==> src/design/wobble_mark_pkg.sv <==
// Shared constants and types for the wobble-mark track offset block
package wobble_mark_pkg;

  // Sub-field geometry, in channel bit periods (T)
  localparam int unsigned FIELD_LEN_T    = 64;
  localparam int unsigned SUBFIELD_LEN_T = 16;
  localparam int unsigned SAMPLE_POS_T   = SUBFIELD_LEN_T / 2;
  localparam int unsigned HEADER_LIMIT_T = 4095;

  // Register byte offsets
  localparam logic [7:0] REG_CTRL    = 8'h00;
  localparam logic [7:0] REG_THRESH  = 8'h04;
  localparam logic [7:0] REG_TIMING  = 8'h08;
  localparam logic [7:0] REG_STATUS  = 8'h0c;
  localparam logic [7:0] REG_OFFSET  = 8'h10;
  localparam logic [7:0] REG_UPDATES = 8'h14;
  localparam logic [7:0] REG_REJECTS = 8'h18;

  // Control register field positions
  localparam int unsigned CTRL_ENABLE_BIT = 0;
  localparam int unsigned CTRL_LAND_BIT   = 1;
  localparam int unsigned CTRL_ZONE_BIT   = 2;
  localparam int unsigned CTRL_QUAL_BIT   = 3;

  // Timing register field positions (start of each field after sync)
  localparam int unsigned TIMING_LAND_LSB   = 0;
  localparam int unsigned TIMING_GROOVE_LSB = 16;
  localparam int unsigned TIMING_FIELD_W    = 12;

  // Reset values
  localparam logic [31:0] CTRL_RESET   = 32'h0000_0000;
  localparam logic [31:0] THRESH_RESET = 32'h0000_0000;
  localparam logic [31:0] TIMING_RESET = 32'h0050_0010;

  // AXI4-Lite responses
  localparam logic [1:0] RESP_OKAY   = 2'h0;
  localparam logic [1:0] RESP_SLVERR = 2'h2;

  // One side's four wobble-mark samples
  typedef struct packed {
    logic [7:0] spaceRef;
    logic [7:0] firstMark;
    logic [7:0] secondMark;
    logic [7:0] markRef;
  } mark_set_t;

  typedef enum logic [1:0] {
    SUB_SPACE,
    SUB_FIRST,
    SUB_SECOND,
    SUB_MARKREF
  } sub_field_t;

endpackage : wobble_mark_pkg

==> src/design/wobble_mark_track_offset.sv <==
// Wobble-mark tracking offset correction with AXI4-Lite registers
//
// The implementer's own choices: the AXI4-Lite interface to the registers and the register addresses.
module wobble_mark_track_offset
  import wobble_mark_pkg::*;
#(
  parameter int unsigned SAMPLE_W = 8
)(
  input  wire logic                mclk,
  input  wire logic                reset,
  // Read channel side
  input  wire logic                headerSyncPattern,
  input  wire logic                bitStrobe,
  input  wire logic [SAMPLE_W-1:0] readLevel,
  // Tracking servo side
  output logic signed [SAMPLE_W:0] trackOffsetValue,
  output logic                     offsetStrobe,
  output logic                     offsetValid,
  // AXI4-Lite slave
  input  wire logic [7:0]          s_axi_awaddr,
  input  wire logic                s_axi_awvalid,
  output logic                     s_axi_awready,
  input  wire logic [31:0]         s_axi_wdata,
  input  wire logic [3:0]          s_axi_wstrb,
  input  wire logic                s_axi_wvalid,
  output logic                     s_axi_wready,
  output logic [1:0]               s_axi_bresp,
  output logic                     s_axi_bvalid,
  input  wire logic                s_axi_bready,
  input  wire logic [7:0]          s_axi_araddr,
  input  wire logic                s_axi_arvalid,
  output logic                     s_axi_arready,
  output logic [31:0]              s_axi_rdata,
  output logic [1:0]               s_axi_rresp,
  output logic                     s_axi_rvalid,
  input  wire logic                s_axi_rready
);

  localparam logic [11:0] FIELD_LEN  = 12'(FIELD_LEN_T);
  localparam logic [11:0] SAMPLE_POS = 12'(SAMPLE_POS_T);
  localparam logic [11:0] HDR_END    = 12'(HEADER_LIMIT_T);

  logic [31:0]                ctrl_ff;
  logic [31:0]                thresh_ff;
  logic [31:0]                timing_ff;
  logic [31:0]                updates_ff;
  logic [31:0]                rejects_ff;
  logic [11:0]                tCount_ff;
  logic                       inHeader_ff;
  mark_set_t                  land_ff;
  mark_set_t                  groove_ff;
  logic [7:0]                 taken_ff;
  logic                       compute_ff;
  logic                       lastReject_ff;
  logic signed [SAMPLE_W:0]   offset_ff;
  logic                       strobe_ff;
  logic                       valid_ff;
  logic                       awready_ff;
  logic                       wready_ff;
  logic                       bvalid_ff;
  logic [1:0]                 bresp_ff;
  logic                       arready_ff;
  logic                       rvalid_ff;
  logic [31:0]                rdata_ff;
  logic [1:0]                 rresp_ff;

  logic                       enable;
  logic                       followLand;
  logic                       nearZone;
  logic                       qualEnable;
  logic [11:0]                landStart;
  logic [11:0]                grooveStart;
  logic [11:0]                landRel;
  logic [11:0]                grooveRel;
  logic                       landHit;
  logic                       grooveHit;
  sub_field_t                 landSub;
  sub_field_t                 grooveSub;
  mark_set_t                  usedSet;
  logic                       pairForward;
  logic signed [SAMPLE_W:0]   nxt_offset;
  logic [SAMPLE_W:0]          refSpan;
  logic                       qualOk;
  logic                       accept;
  logic                       wrTake;
  logic                       rdTake;

  assign enable      = ctrl_ff[CTRL_ENABLE_BIT];
  assign followLand  = ctrl_ff[CTRL_LAND_BIT];
  assign nearZone    = ctrl_ff[CTRL_ZONE_BIT];
  assign qualEnable  = ctrl_ff[CTRL_QUAL_BIT];
  assign landStart   = timing_ff[TIMING_LAND_LSB +: TIMING_FIELD_W];
  assign grooveStart = timing_ff[TIMING_GROOVE_LSB +: TIMING_FIELD_W];

  // Bit-period count from header sync
  always_ff @(posedge mclk)
  begin
    if (reset)
    begin
      tCount_ff   <= 12'h000;
      inHeader_ff <= 1'b0;
    end
    else if (headerSyncPattern && enable)
    begin
      tCount_ff   <= 12'h000;
      inHeader_ff <= 1'b1;
    end
    else if (inHeader_ff && bitStrobe)
    begin
      tCount_ff <= tCount_ff + 12'h001;
      if (tCount_ff == HDR_END || compute_ff)
        inHeader_ff <= 1'b0;
    end
    else if (compute_ff)
      inHeader_ff <= 1'b0;
  end

  // Mid sub-field sample points inside each 64T field
  always_comb
  begin
    landRel   = tCount_ff - landStart;
    grooveRel = tCount_ff - grooveStart;
    landHit   = inHeader_ff && bitStrobe && (tCount_ff >= landStart) &&
                (landRel < FIELD_LEN) && (landRel[3:0] == SAMPLE_POS[3:0]);
    grooveHit = inHeader_ff && bitStrobe && (tCount_ff >= grooveStart) &&
                (grooveRel < FIELD_LEN) &&
                (grooveRel[3:0] == SAMPLE_POS[3:0]);
    landSub   = sub_field_t'(landRel[5:4]);
    grooveSub = sub_field_t'(grooveRel[5:4]);
  end

  // Sample capture, four per side
  always_ff @(posedge mclk)
  begin
    if (reset)
    begin
      land_ff   <= '0;
      groove_ff <= '0;
      taken_ff  <= 8'h00;
    end
    else if (headerSyncPattern && enable)
      taken_ff <= 8'h00;
    else
    begin
      if (landHit)
      begin
        case (landSub)
          SUB_SPACE:   land_ff.spaceRef   <= readLevel;
          SUB_FIRST:   land_ff.firstMark  <= readLevel;
          SUB_SECOND:  land_ff.secondMark <= readLevel;
          SUB_MARKREF: land_ff.markRef    <= readLevel;
          default:     land_ff.markRef    <= readLevel;
        endcase
        taken_ff[{1'b0, landRel[5:4]}] <= 1'b1;
      end
      if (grooveHit)
      begin
        case (grooveSub)
          SUB_SPACE:   groove_ff.spaceRef   <= readLevel;
          SUB_FIRST:   groove_ff.firstMark  <= readLevel;
          SUB_SECOND:  groove_ff.secondMark <= readLevel;
          SUB_MARKREF: groove_ff.markRef    <= readLevel;
          default:     groove_ff.markRef    <= readLevel;
        endcase
        taken_ff[{1'b1, grooveRel[5:4]}] <= 1'b1;
      end
    end
  end

  // Fires once when all eight samples of this header are in
  always_ff @(posedge mclk)
  begin
    if (reset)
      compute_ff <= 1'b0;
    else
      compute_ff <= inHeader_ff && (taken_ff == 8'hff) && !compute_ff;
  end

  // Offset arithmetic and qualification of the side in use
  always_comb
  begin
    if (followLand)
    begin
      usedSet     = groove_ff;
      pairForward = land_ff.firstMark < land_ff.secondMark;
    end
    else
    begin
      usedSet     = land_ff;
      pairForward = groove_ff.firstMark > groove_ff.secondMark;
    end
    // Mark level below space level; equal marks give zero
    if (pairForward)
      nxt_offset = $signed({1'b0, usedSet.firstMark}) -
                   $signed({1'b0, usedSet.secondMark});
    else
      nxt_offset = $signed({1'b0, usedSet.secondMark}) -
                   $signed({1'b0, usedSet.firstMark});
    refSpan = {1'b0, usedSet.spaceRef} - {1'b0, usedSet.markRef};
    qualOk  = (usedSet.spaceRef > usedSet.markRef) &&
              (usedSet.spaceRef > usedSet.firstMark) &&
              (usedSet.firstMark > usedSet.markRef) &&
              (usedSet.spaceRef > usedSet.secondMark) &&
              (usedSet.secondMark > usedSet.markRef) &&
              (refSpan > thresh_ff[SAMPLE_W:0]);
    accept  = !nearZone && (!qualEnable || qualOk);
  end

  // Servo-facing offset, held when rejected
  always_ff @(posedge mclk)
  begin
    if (reset)
    begin
      offset_ff     <= '0;
      strobe_ff     <= 1'b0;
      valid_ff      <= 1'b0;
      lastReject_ff <= 1'b0;
    end
    else
    begin
      strobe_ff <= compute_ff;
      if (compute_ff)
      begin
        valid_ff      <= accept;
        lastReject_ff <= !accept;
        if (accept)
          offset_ff <= nxt_offset;
      end
    end
  end

  // Update and reject counters
  always_ff @(posedge mclk)
  begin
    if (reset)
    begin
      updates_ff <= 32'h0000_0000;
      rejects_ff <= 32'h0000_0000;
    end
    else if (compute_ff)
    begin
      if (accept)
        updates_ff <= updates_ff + 32'h0000_0001;
      else
        rejects_ff <= rejects_ff + 32'h0000_0001;
    end
  end

  // AXI4-Lite write: address and data taken together
  assign wrTake = s_axi_awvalid && s_axi_wvalid && !awready_ff &&
                  !bvalid_ff;

  always_ff @(posedge mclk)
  begin
    if (reset)
    begin
      awready_ff <= 1'b0;
      wready_ff  <= 1'b0;
      bvalid_ff  <= 1'b0;
      bresp_ff   <= RESP_OKAY;
    end
    else
    begin
      awready_ff <= wrTake;
      wready_ff  <= wrTake;
      if (wrTake)
      begin
        bvalid_ff <= 1'b1;
        if (s_axi_awaddr == REG_CTRL || s_axi_awaddr == REG_THRESH ||
            s_axi_awaddr == REG_TIMING)
          bresp_ff <= RESP_OKAY;
        else
          bresp_ff <= RESP_SLVERR;
      end
      else if (bvalid_ff && s_axi_bready)
        bvalid_ff <= 1'b0;
    end
  end

  // Writable registers with byte strobes
  always_ff @(posedge mclk)
  begin
    if (reset)
    begin
      ctrl_ff   <= CTRL_RESET;
      thresh_ff <= THRESH_RESET;
      timing_ff <= TIMING_RESET;
    end
    else if (wrTake)
    begin
      for (int i = 0; i < 4; i++)
      begin
        if (s_axi_wstrb[i])
        begin
          if (s_axi_awaddr == REG_CTRL)
            ctrl_ff[i*8 +: 8] <= s_axi_wdata[i*8 +: 8];
          else if (s_axi_awaddr == REG_THRESH)
            thresh_ff[i*8 +: 8] <= s_axi_wdata[i*8 +: 8];
          else if (s_axi_awaddr == REG_TIMING)
            timing_ff[i*8 +: 8] <= s_axi_wdata[i*8 +: 8];
        end
      end
    end
  end

  // AXI4-Lite read
  assign rdTake = s_axi_arvalid && !arready_ff && !rvalid_ff;

  always_ff @(posedge mclk)
  begin
    if (reset)
    begin
      arready_ff <= 1'b0;
      rvalid_ff  <= 1'b0;
      rdata_ff   <= 32'h0000_0000;
      rresp_ff   <= RESP_OKAY;
    end
    else
    begin
      arready_ff <= rdTake;
      if (rdTake)
      begin
        rvalid_ff <= 1'b1;
        rresp_ff  <= RESP_OKAY;
        if (s_axi_araddr == REG_CTRL)
          rdata_ff <= {28'h0000000, ctrl_ff[3:0]};
        else if (s_axi_araddr == REG_THRESH)
          rdata_ff <= thresh_ff;
        else if (s_axi_araddr == REG_TIMING)
          rdata_ff <= timing_ff;
        else if (s_axi_araddr == REG_STATUS)
          rdata_ff <= {22'h000000, taken_ff, lastReject_ff, valid_ff};
        else if (s_axi_araddr == REG_OFFSET)
          rdata_ff <= 32'(offset_ff);
        else if (s_axi_araddr == REG_UPDATES)
          rdata_ff <= updates_ff;
        else if (s_axi_araddr == REG_REJECTS)
          rdata_ff <= rejects_ff;
        else
        begin
          rdata_ff <= 32'h0000_0000;
          rresp_ff <= RESP_SLVERR;
        end
      end
      else if (rvalid_ff && s_axi_rready)
        rvalid_ff <= 1'b0;
    end
  end

  assign trackOffsetValue = offset_ff;
  assign offsetStrobe     = strobe_ff;
  assign offsetValid      = valid_ff;
  assign s_axi_awready    = awready_ff;
  assign s_axi_wready     = wready_ff;
  assign s_axi_bvalid     = bvalid_ff;
  assign s_axi_bresp      = bresp_ff;
  assign s_axi_arready    = arready_ff;
  assign s_axi_rvalid     = rvalid_ff;
  assign s_axi_rdata      = rdata_ff;
  assign s_axi_rresp      = rresp_ff;

endmodule : wobble_mark_track_offset

==> config.mk <==
export PLATFORM = sky130hd
export DESIGN_NAME = wobble_mark_track_offset
export DESIGN_NICKNAME = d
export VERILOG_FILES = /design/src/design/wobble_mark_pkg.sv /design/src/design/wobble_mark_track_offset.sv
export SDC_FILE = /design/constraint.sdc
export NUM_CORES = 1
export LEC_CHECK = 0
export ABC_AREA = 1
export BUFFER_PORTS_ARGS = -buffer_cell sky130_fd_sc_hd__buf_2
export CORE_ASPECT_RATIO = 1.75
export CORE_UTILIZATION = 40
export DETAILED_ROUTE_END_ITERATION = 16
export GPL_TIMING_DRIVEN = 0
export HOLD_SLACK_MARGIN = 0.08
export PLACE_DENSITY_LB_ADDON = 0.08
export SYNTH_ARGS = -nofsm -noshare
export SYNTH_HDL_FRONTEND = slang
export SYNTH_SLANG_ARGS = --single-unit
==> constraint.sdc <==
create_clock -name mclk -period 6.3 [get_ports mclk]
set_input_delay 0.945 -clock mclk [delete_from_list [all_inputs] [get_ports mclk]]
set_output_delay 0.945 -clock mclk [all_outputs]
set_load 0.02 [all_outputs]
==> key figures <==
Timing
  – Final number of setup-violating endpoints: 0
  – Post-route fraction of the period consumed by the critical path: 93.0%
  – Layout Skew: 0.0245 ns
  – Transition at the pin with the smallest max-transition slack: 1.36 ns
  – Highest clock frequency the design can meet: 171 MHz
  – Fin crit period: 5.86 ns
  – Fin. max-slew vios: 0
  – Worst hold slack after final layout: 0.456 ns
  – Max-Slew Margin vs Limit: 8.14%
  – Unrepaired setup endpoints after global routing: no
  – Hold Vio Cnt, Final: 0
  – Setup WS post-layout: 0.441 ns

Global route
  – First-pass GRT wire length: 107000 um
  – Sum of overflow across all layers after global routing: 0
  – GRT busiest layer: met2
  – Routing usage on met3: 4.12%
  – Total track usage: 33.0%
  – Vias in the first global route: 17800
  – Met1 Track Usage GR: 27.8%
  – Met2 routing resource usage after global routing: 64.8%
  – Antenna violations before repair: 0
  – Pin count of the biggest net entering global routing: 14

Logic synthesis
  – YS warnings: 0
  – Leading post-synthesis cells by cell area: sky130_fd_sc_hd__dfxtp_1 31%, sky130_fd_sc_hd__nand2_1 13%, sky130_fd_sc_hd__ha_1 7.8%, sky130_fd_sc_hd__a21oi_1 7.2%, sky130_fd_sc_hd__nor2_1 6.7%
  – Post-synthesis instance total: 2594
  – FFs w/ async S/R, synth: 0%
  – Top cells by count, synth: 603 x sky130_fd_sc_hd__nand2_1, 307 x sky130_fd_sc_hd__nor2_1, 298 x sky130_fd_sc_hd__inv_1, 268 x sky130_fd_sc_hd__dfxtp_1, 249 x sky130_fd_sc_hd__a21oi_1
  – Main synth FF type: sky130_fd_sc_hd__dfxtp_1
  – Seq/Total Area, Yosys: 31.1%
  – Library cells used by synthesis: 50
  – Portion of synthesized cell area occupied by the leading cell type: 31.1%
  – Number of enable flip-flop cells after synthesis: 0
  – Leading area contributor after synthesis: sky130_fd_sc_hd__dfxtp_1
  – Average instance area after synthesis: 6.65 sq um
  – Most frequent cell after synthesis: sky130_fd_sc_hd__nand2_1
  – Number of flip-flops and latches in the synthesized netlist: 268
  – Post-synthesis cell area: 17200 sq um

Detailed routing
  – Via total after detailed routing: 17900
  – Number of DRC violations after detailed routing: 0
  – Post-detailed-routing wire length: 73500 um
  – Number of iterations in the first detailed-routing pass: 5
  – Final ANT Viol Nets: 0
  – Detailed Route Iter0 Violations: 1025
  – Vias/cell: 5.38
  – DR WL/cell: 22.1 um

Floorplanning
  – Full die area: 44000 sq um
  – Number of rows in the core area: 100
  – Horiz. Die Dim: 159 um
  – Count of pins on the block boundary: 121
  – CORE AREA: 42500 sq um
  – Die height: 277 um
  – Initial standard-cell utilization of the core: 40.5%

Clock tree
  – Number of clock sinks seen by CTS: 268
  – Clock slew at the register clock pins of the worst setup and hold paths: 0.06 ns
  – Latest clock arrival within the worst-skew pair: 0.59 ns
  – Root Buffer: sky130_fd_sc_hd__clkbuf_16
  – Maximum number of buffers from clock root to sink: 3
  – Total CTS buffers: 29
  – Post-CTS Setup Repair Bufs: 0
  – Htree depth: 1
  – CTS Hold Bufs: 0
  – CTS tree: built

Placement
  – Worst setup timing slack at the placement stage: -0.422 ns
  – DP HPWL: 60900 um
  – # port buffers: 117
  – GPL Wtd Cong: 1.03

Layout
  – Filler instances: 4634
  – Area grow syn2layout: 13.2%
  – Multi-input combinational cell area: 10300 sq um
  – N_diodes: 0
  – Area taken by flip-flops and latches: 5370 sq um
  – Nets: 2922
  – Share of layout cells above drive strength 1: 9.05%

Worst setup path
  – Worst setup slack for register-to-register paths: 0.44 ns
  – Type of destination of the critical path: flip-flop
  – Startpoint types: flip-flop
  – CP Class: flip-flop to flip-flop
  – WP data required: 6.77 ns
  – Arrival time at the worst endpoint: 6.32 ns
  – Largest driver fanout on the critical path: 10

Run status
  – Run status: completed

Pwr
  – Ratio of total power to cell area: 187 nW/um^2
  – Max IR drop VDD: 0.190 mV
  – Leakage: 0.00852 uW

Min path
  – Hold Path Class: flip-flop to flip-flop

Job
  – Max_cap viols: 0
[registers in the layout, summed over array words and instances, names as in the netlist, 9 cells and up]
name / cells
land_ff: 32
timing_ff: 32
s_axi_rdata: 32
groove_ff: 32
rejects_ff: 32
trackOffsetValue: 9
thresh_ff: 32
tCount_ff: 12
updates_ff: 32
[per-stage QoR]
stage	TNS (ns)	area (sq um)	power [uW]	util, %	cells
6_report	0	19500	3650	45.9	3324
5_1_grt	0	19500	3750	45.9	3324
3_3_place_gp	-0.496	18500	1900	43.6	3273
2_1_floorplan	0	17300	1820	-	2595
4_1_cts	0	19500	3680	45.9	3324
3_5_place_dp	-0.483	18500	1900	43.6	3273
[area by class of cell]
cell class,instances,share of cell area (%)
Multi-Input combinational cell,1906,52.6
Sequential cell,268,27.5
Clock inverter,11,0.686
Clock buffer,40,4.29
Tap cell,561,3.60
Inverter,312,6.00
Buffer,109,2.33
Timing Repair Buffer,117,3.00
[power by group]
group          switching [uW]  internal [uW]
clock                     749           1040
combinational             120           42.1
sequential               2.54           1700
total                     871           2780
[worst paths after layout]
path                       from                   to  depth (start not counted)
hold reg to reg   thresh_ff[18]        thresh_ff[18]                          2
hold / removal    thresh_ff[18]        thresh_ff[18]                          2
setup / recovery     ctrl_ff[1]  trackOffsetValue[1]                         21
setup reg to reg     ctrl_ff[1]  trackOffsetValue[1]                         21
[worst max-delay path, cell delays in order (launching register included)]
cell                       delay [ns]
sky130_fd_sc_hd__dfxtp_1         0.32
sky130_fd_sc_hd__clkbuf_1        0.42
sky130_fd_sc_hd__buf_2           0.45
sky130_fd_sc_hd__mux2i_1         0.46
sky130_fd_sc_hd__ha_1            0.22
sky130_fd_sc_hd__inv_1           0.06
sky130_fd_sc_hd__fa_1            0.41
sky130_fd_sc_hd__a221oi_1        0.47
sky130_fd_sc_hd__o21ai_0         0.16
sky130_fd_sc_hd__and2_1          0.17
sky130_fd_sc_hd__o31ai_1         0.26
sky130_fd_sc_hd__ha_1            0.32
sky130_fd_sc_hd__and3_1          0.17
sky130_fd_sc_hd__nand2_1         0.07
sky130_fd_sc_hd__nand3_1         0.07
sky130_fd_sc_hd__nor2_1          0.10
sky130_fd_sc_hd__nand4_1         0.18
sky130_fd_sc_hd__nand2_2         0.28
sky130_fd_sc_hd__nand3_1         0.31
sky130_fd_sc_hd__clkbuf_2        0.38
sky130_fd_sc_hd__nor3_2          0.39
sky130_fd_sc_hd__nor2_1          0.07
[layer usage]
metal / wire, um / up-vias
met5: 0 / -
met4: 8190 / 0
met3: 2730 / 255
met1: 23000 / 8300
li1: - / 8843
met2: 39600 / 497
[timing repair]
action                     CTS  global route
cloned                       0             0
gates resized for setup      2             6
pin swaps                    0             0
setup endpoints to repair    3            10
[placed cells by master, fill, tap and decap left out, types with 66 or more instances in the layout]
| master | count |
|---|---|
| sky130_fd_sc_hd__ha_1 | 107 |
| sky130_fd_sc_hd__buf_2 | 125 |
| sky130_fd_sc_hd__nand2_1 | 602 |
| sky130_fd_sc_hd__nand3_1 | 100 |
| sky130_fd_sc_hd__nor2_1 | 307 |
| sky130_fd_sc_hd__inv_1 | 298 |
| sky130_fd_sc_hd__nand4_1 | 123 |
| sky130_fd_sc_hd__a21oi_1 | 249 |
| sky130_fd_sc_hd__o21ai_0 | 129 |
| sky130_fd_sc_hd__xor2_1 | 66 |
| sky130_fd_sc_hd__clkbuf_1 | 87 |
| sky130_fd_sc_hd__dfxtp_1 | 268 |
[logic make-up after synthesis]
family | synth area share [%]
adders and majority gates | 8.11
AOI/OAI and AO/OA | 14.0
muxes | 0.464
and+or+nand+nor | 32.3
xor gates and xnor gates | 4.65
DFF | 31.1
other | 0.0217
buffers and inverters | 9.41
Power figures use the tool's default switching activity.
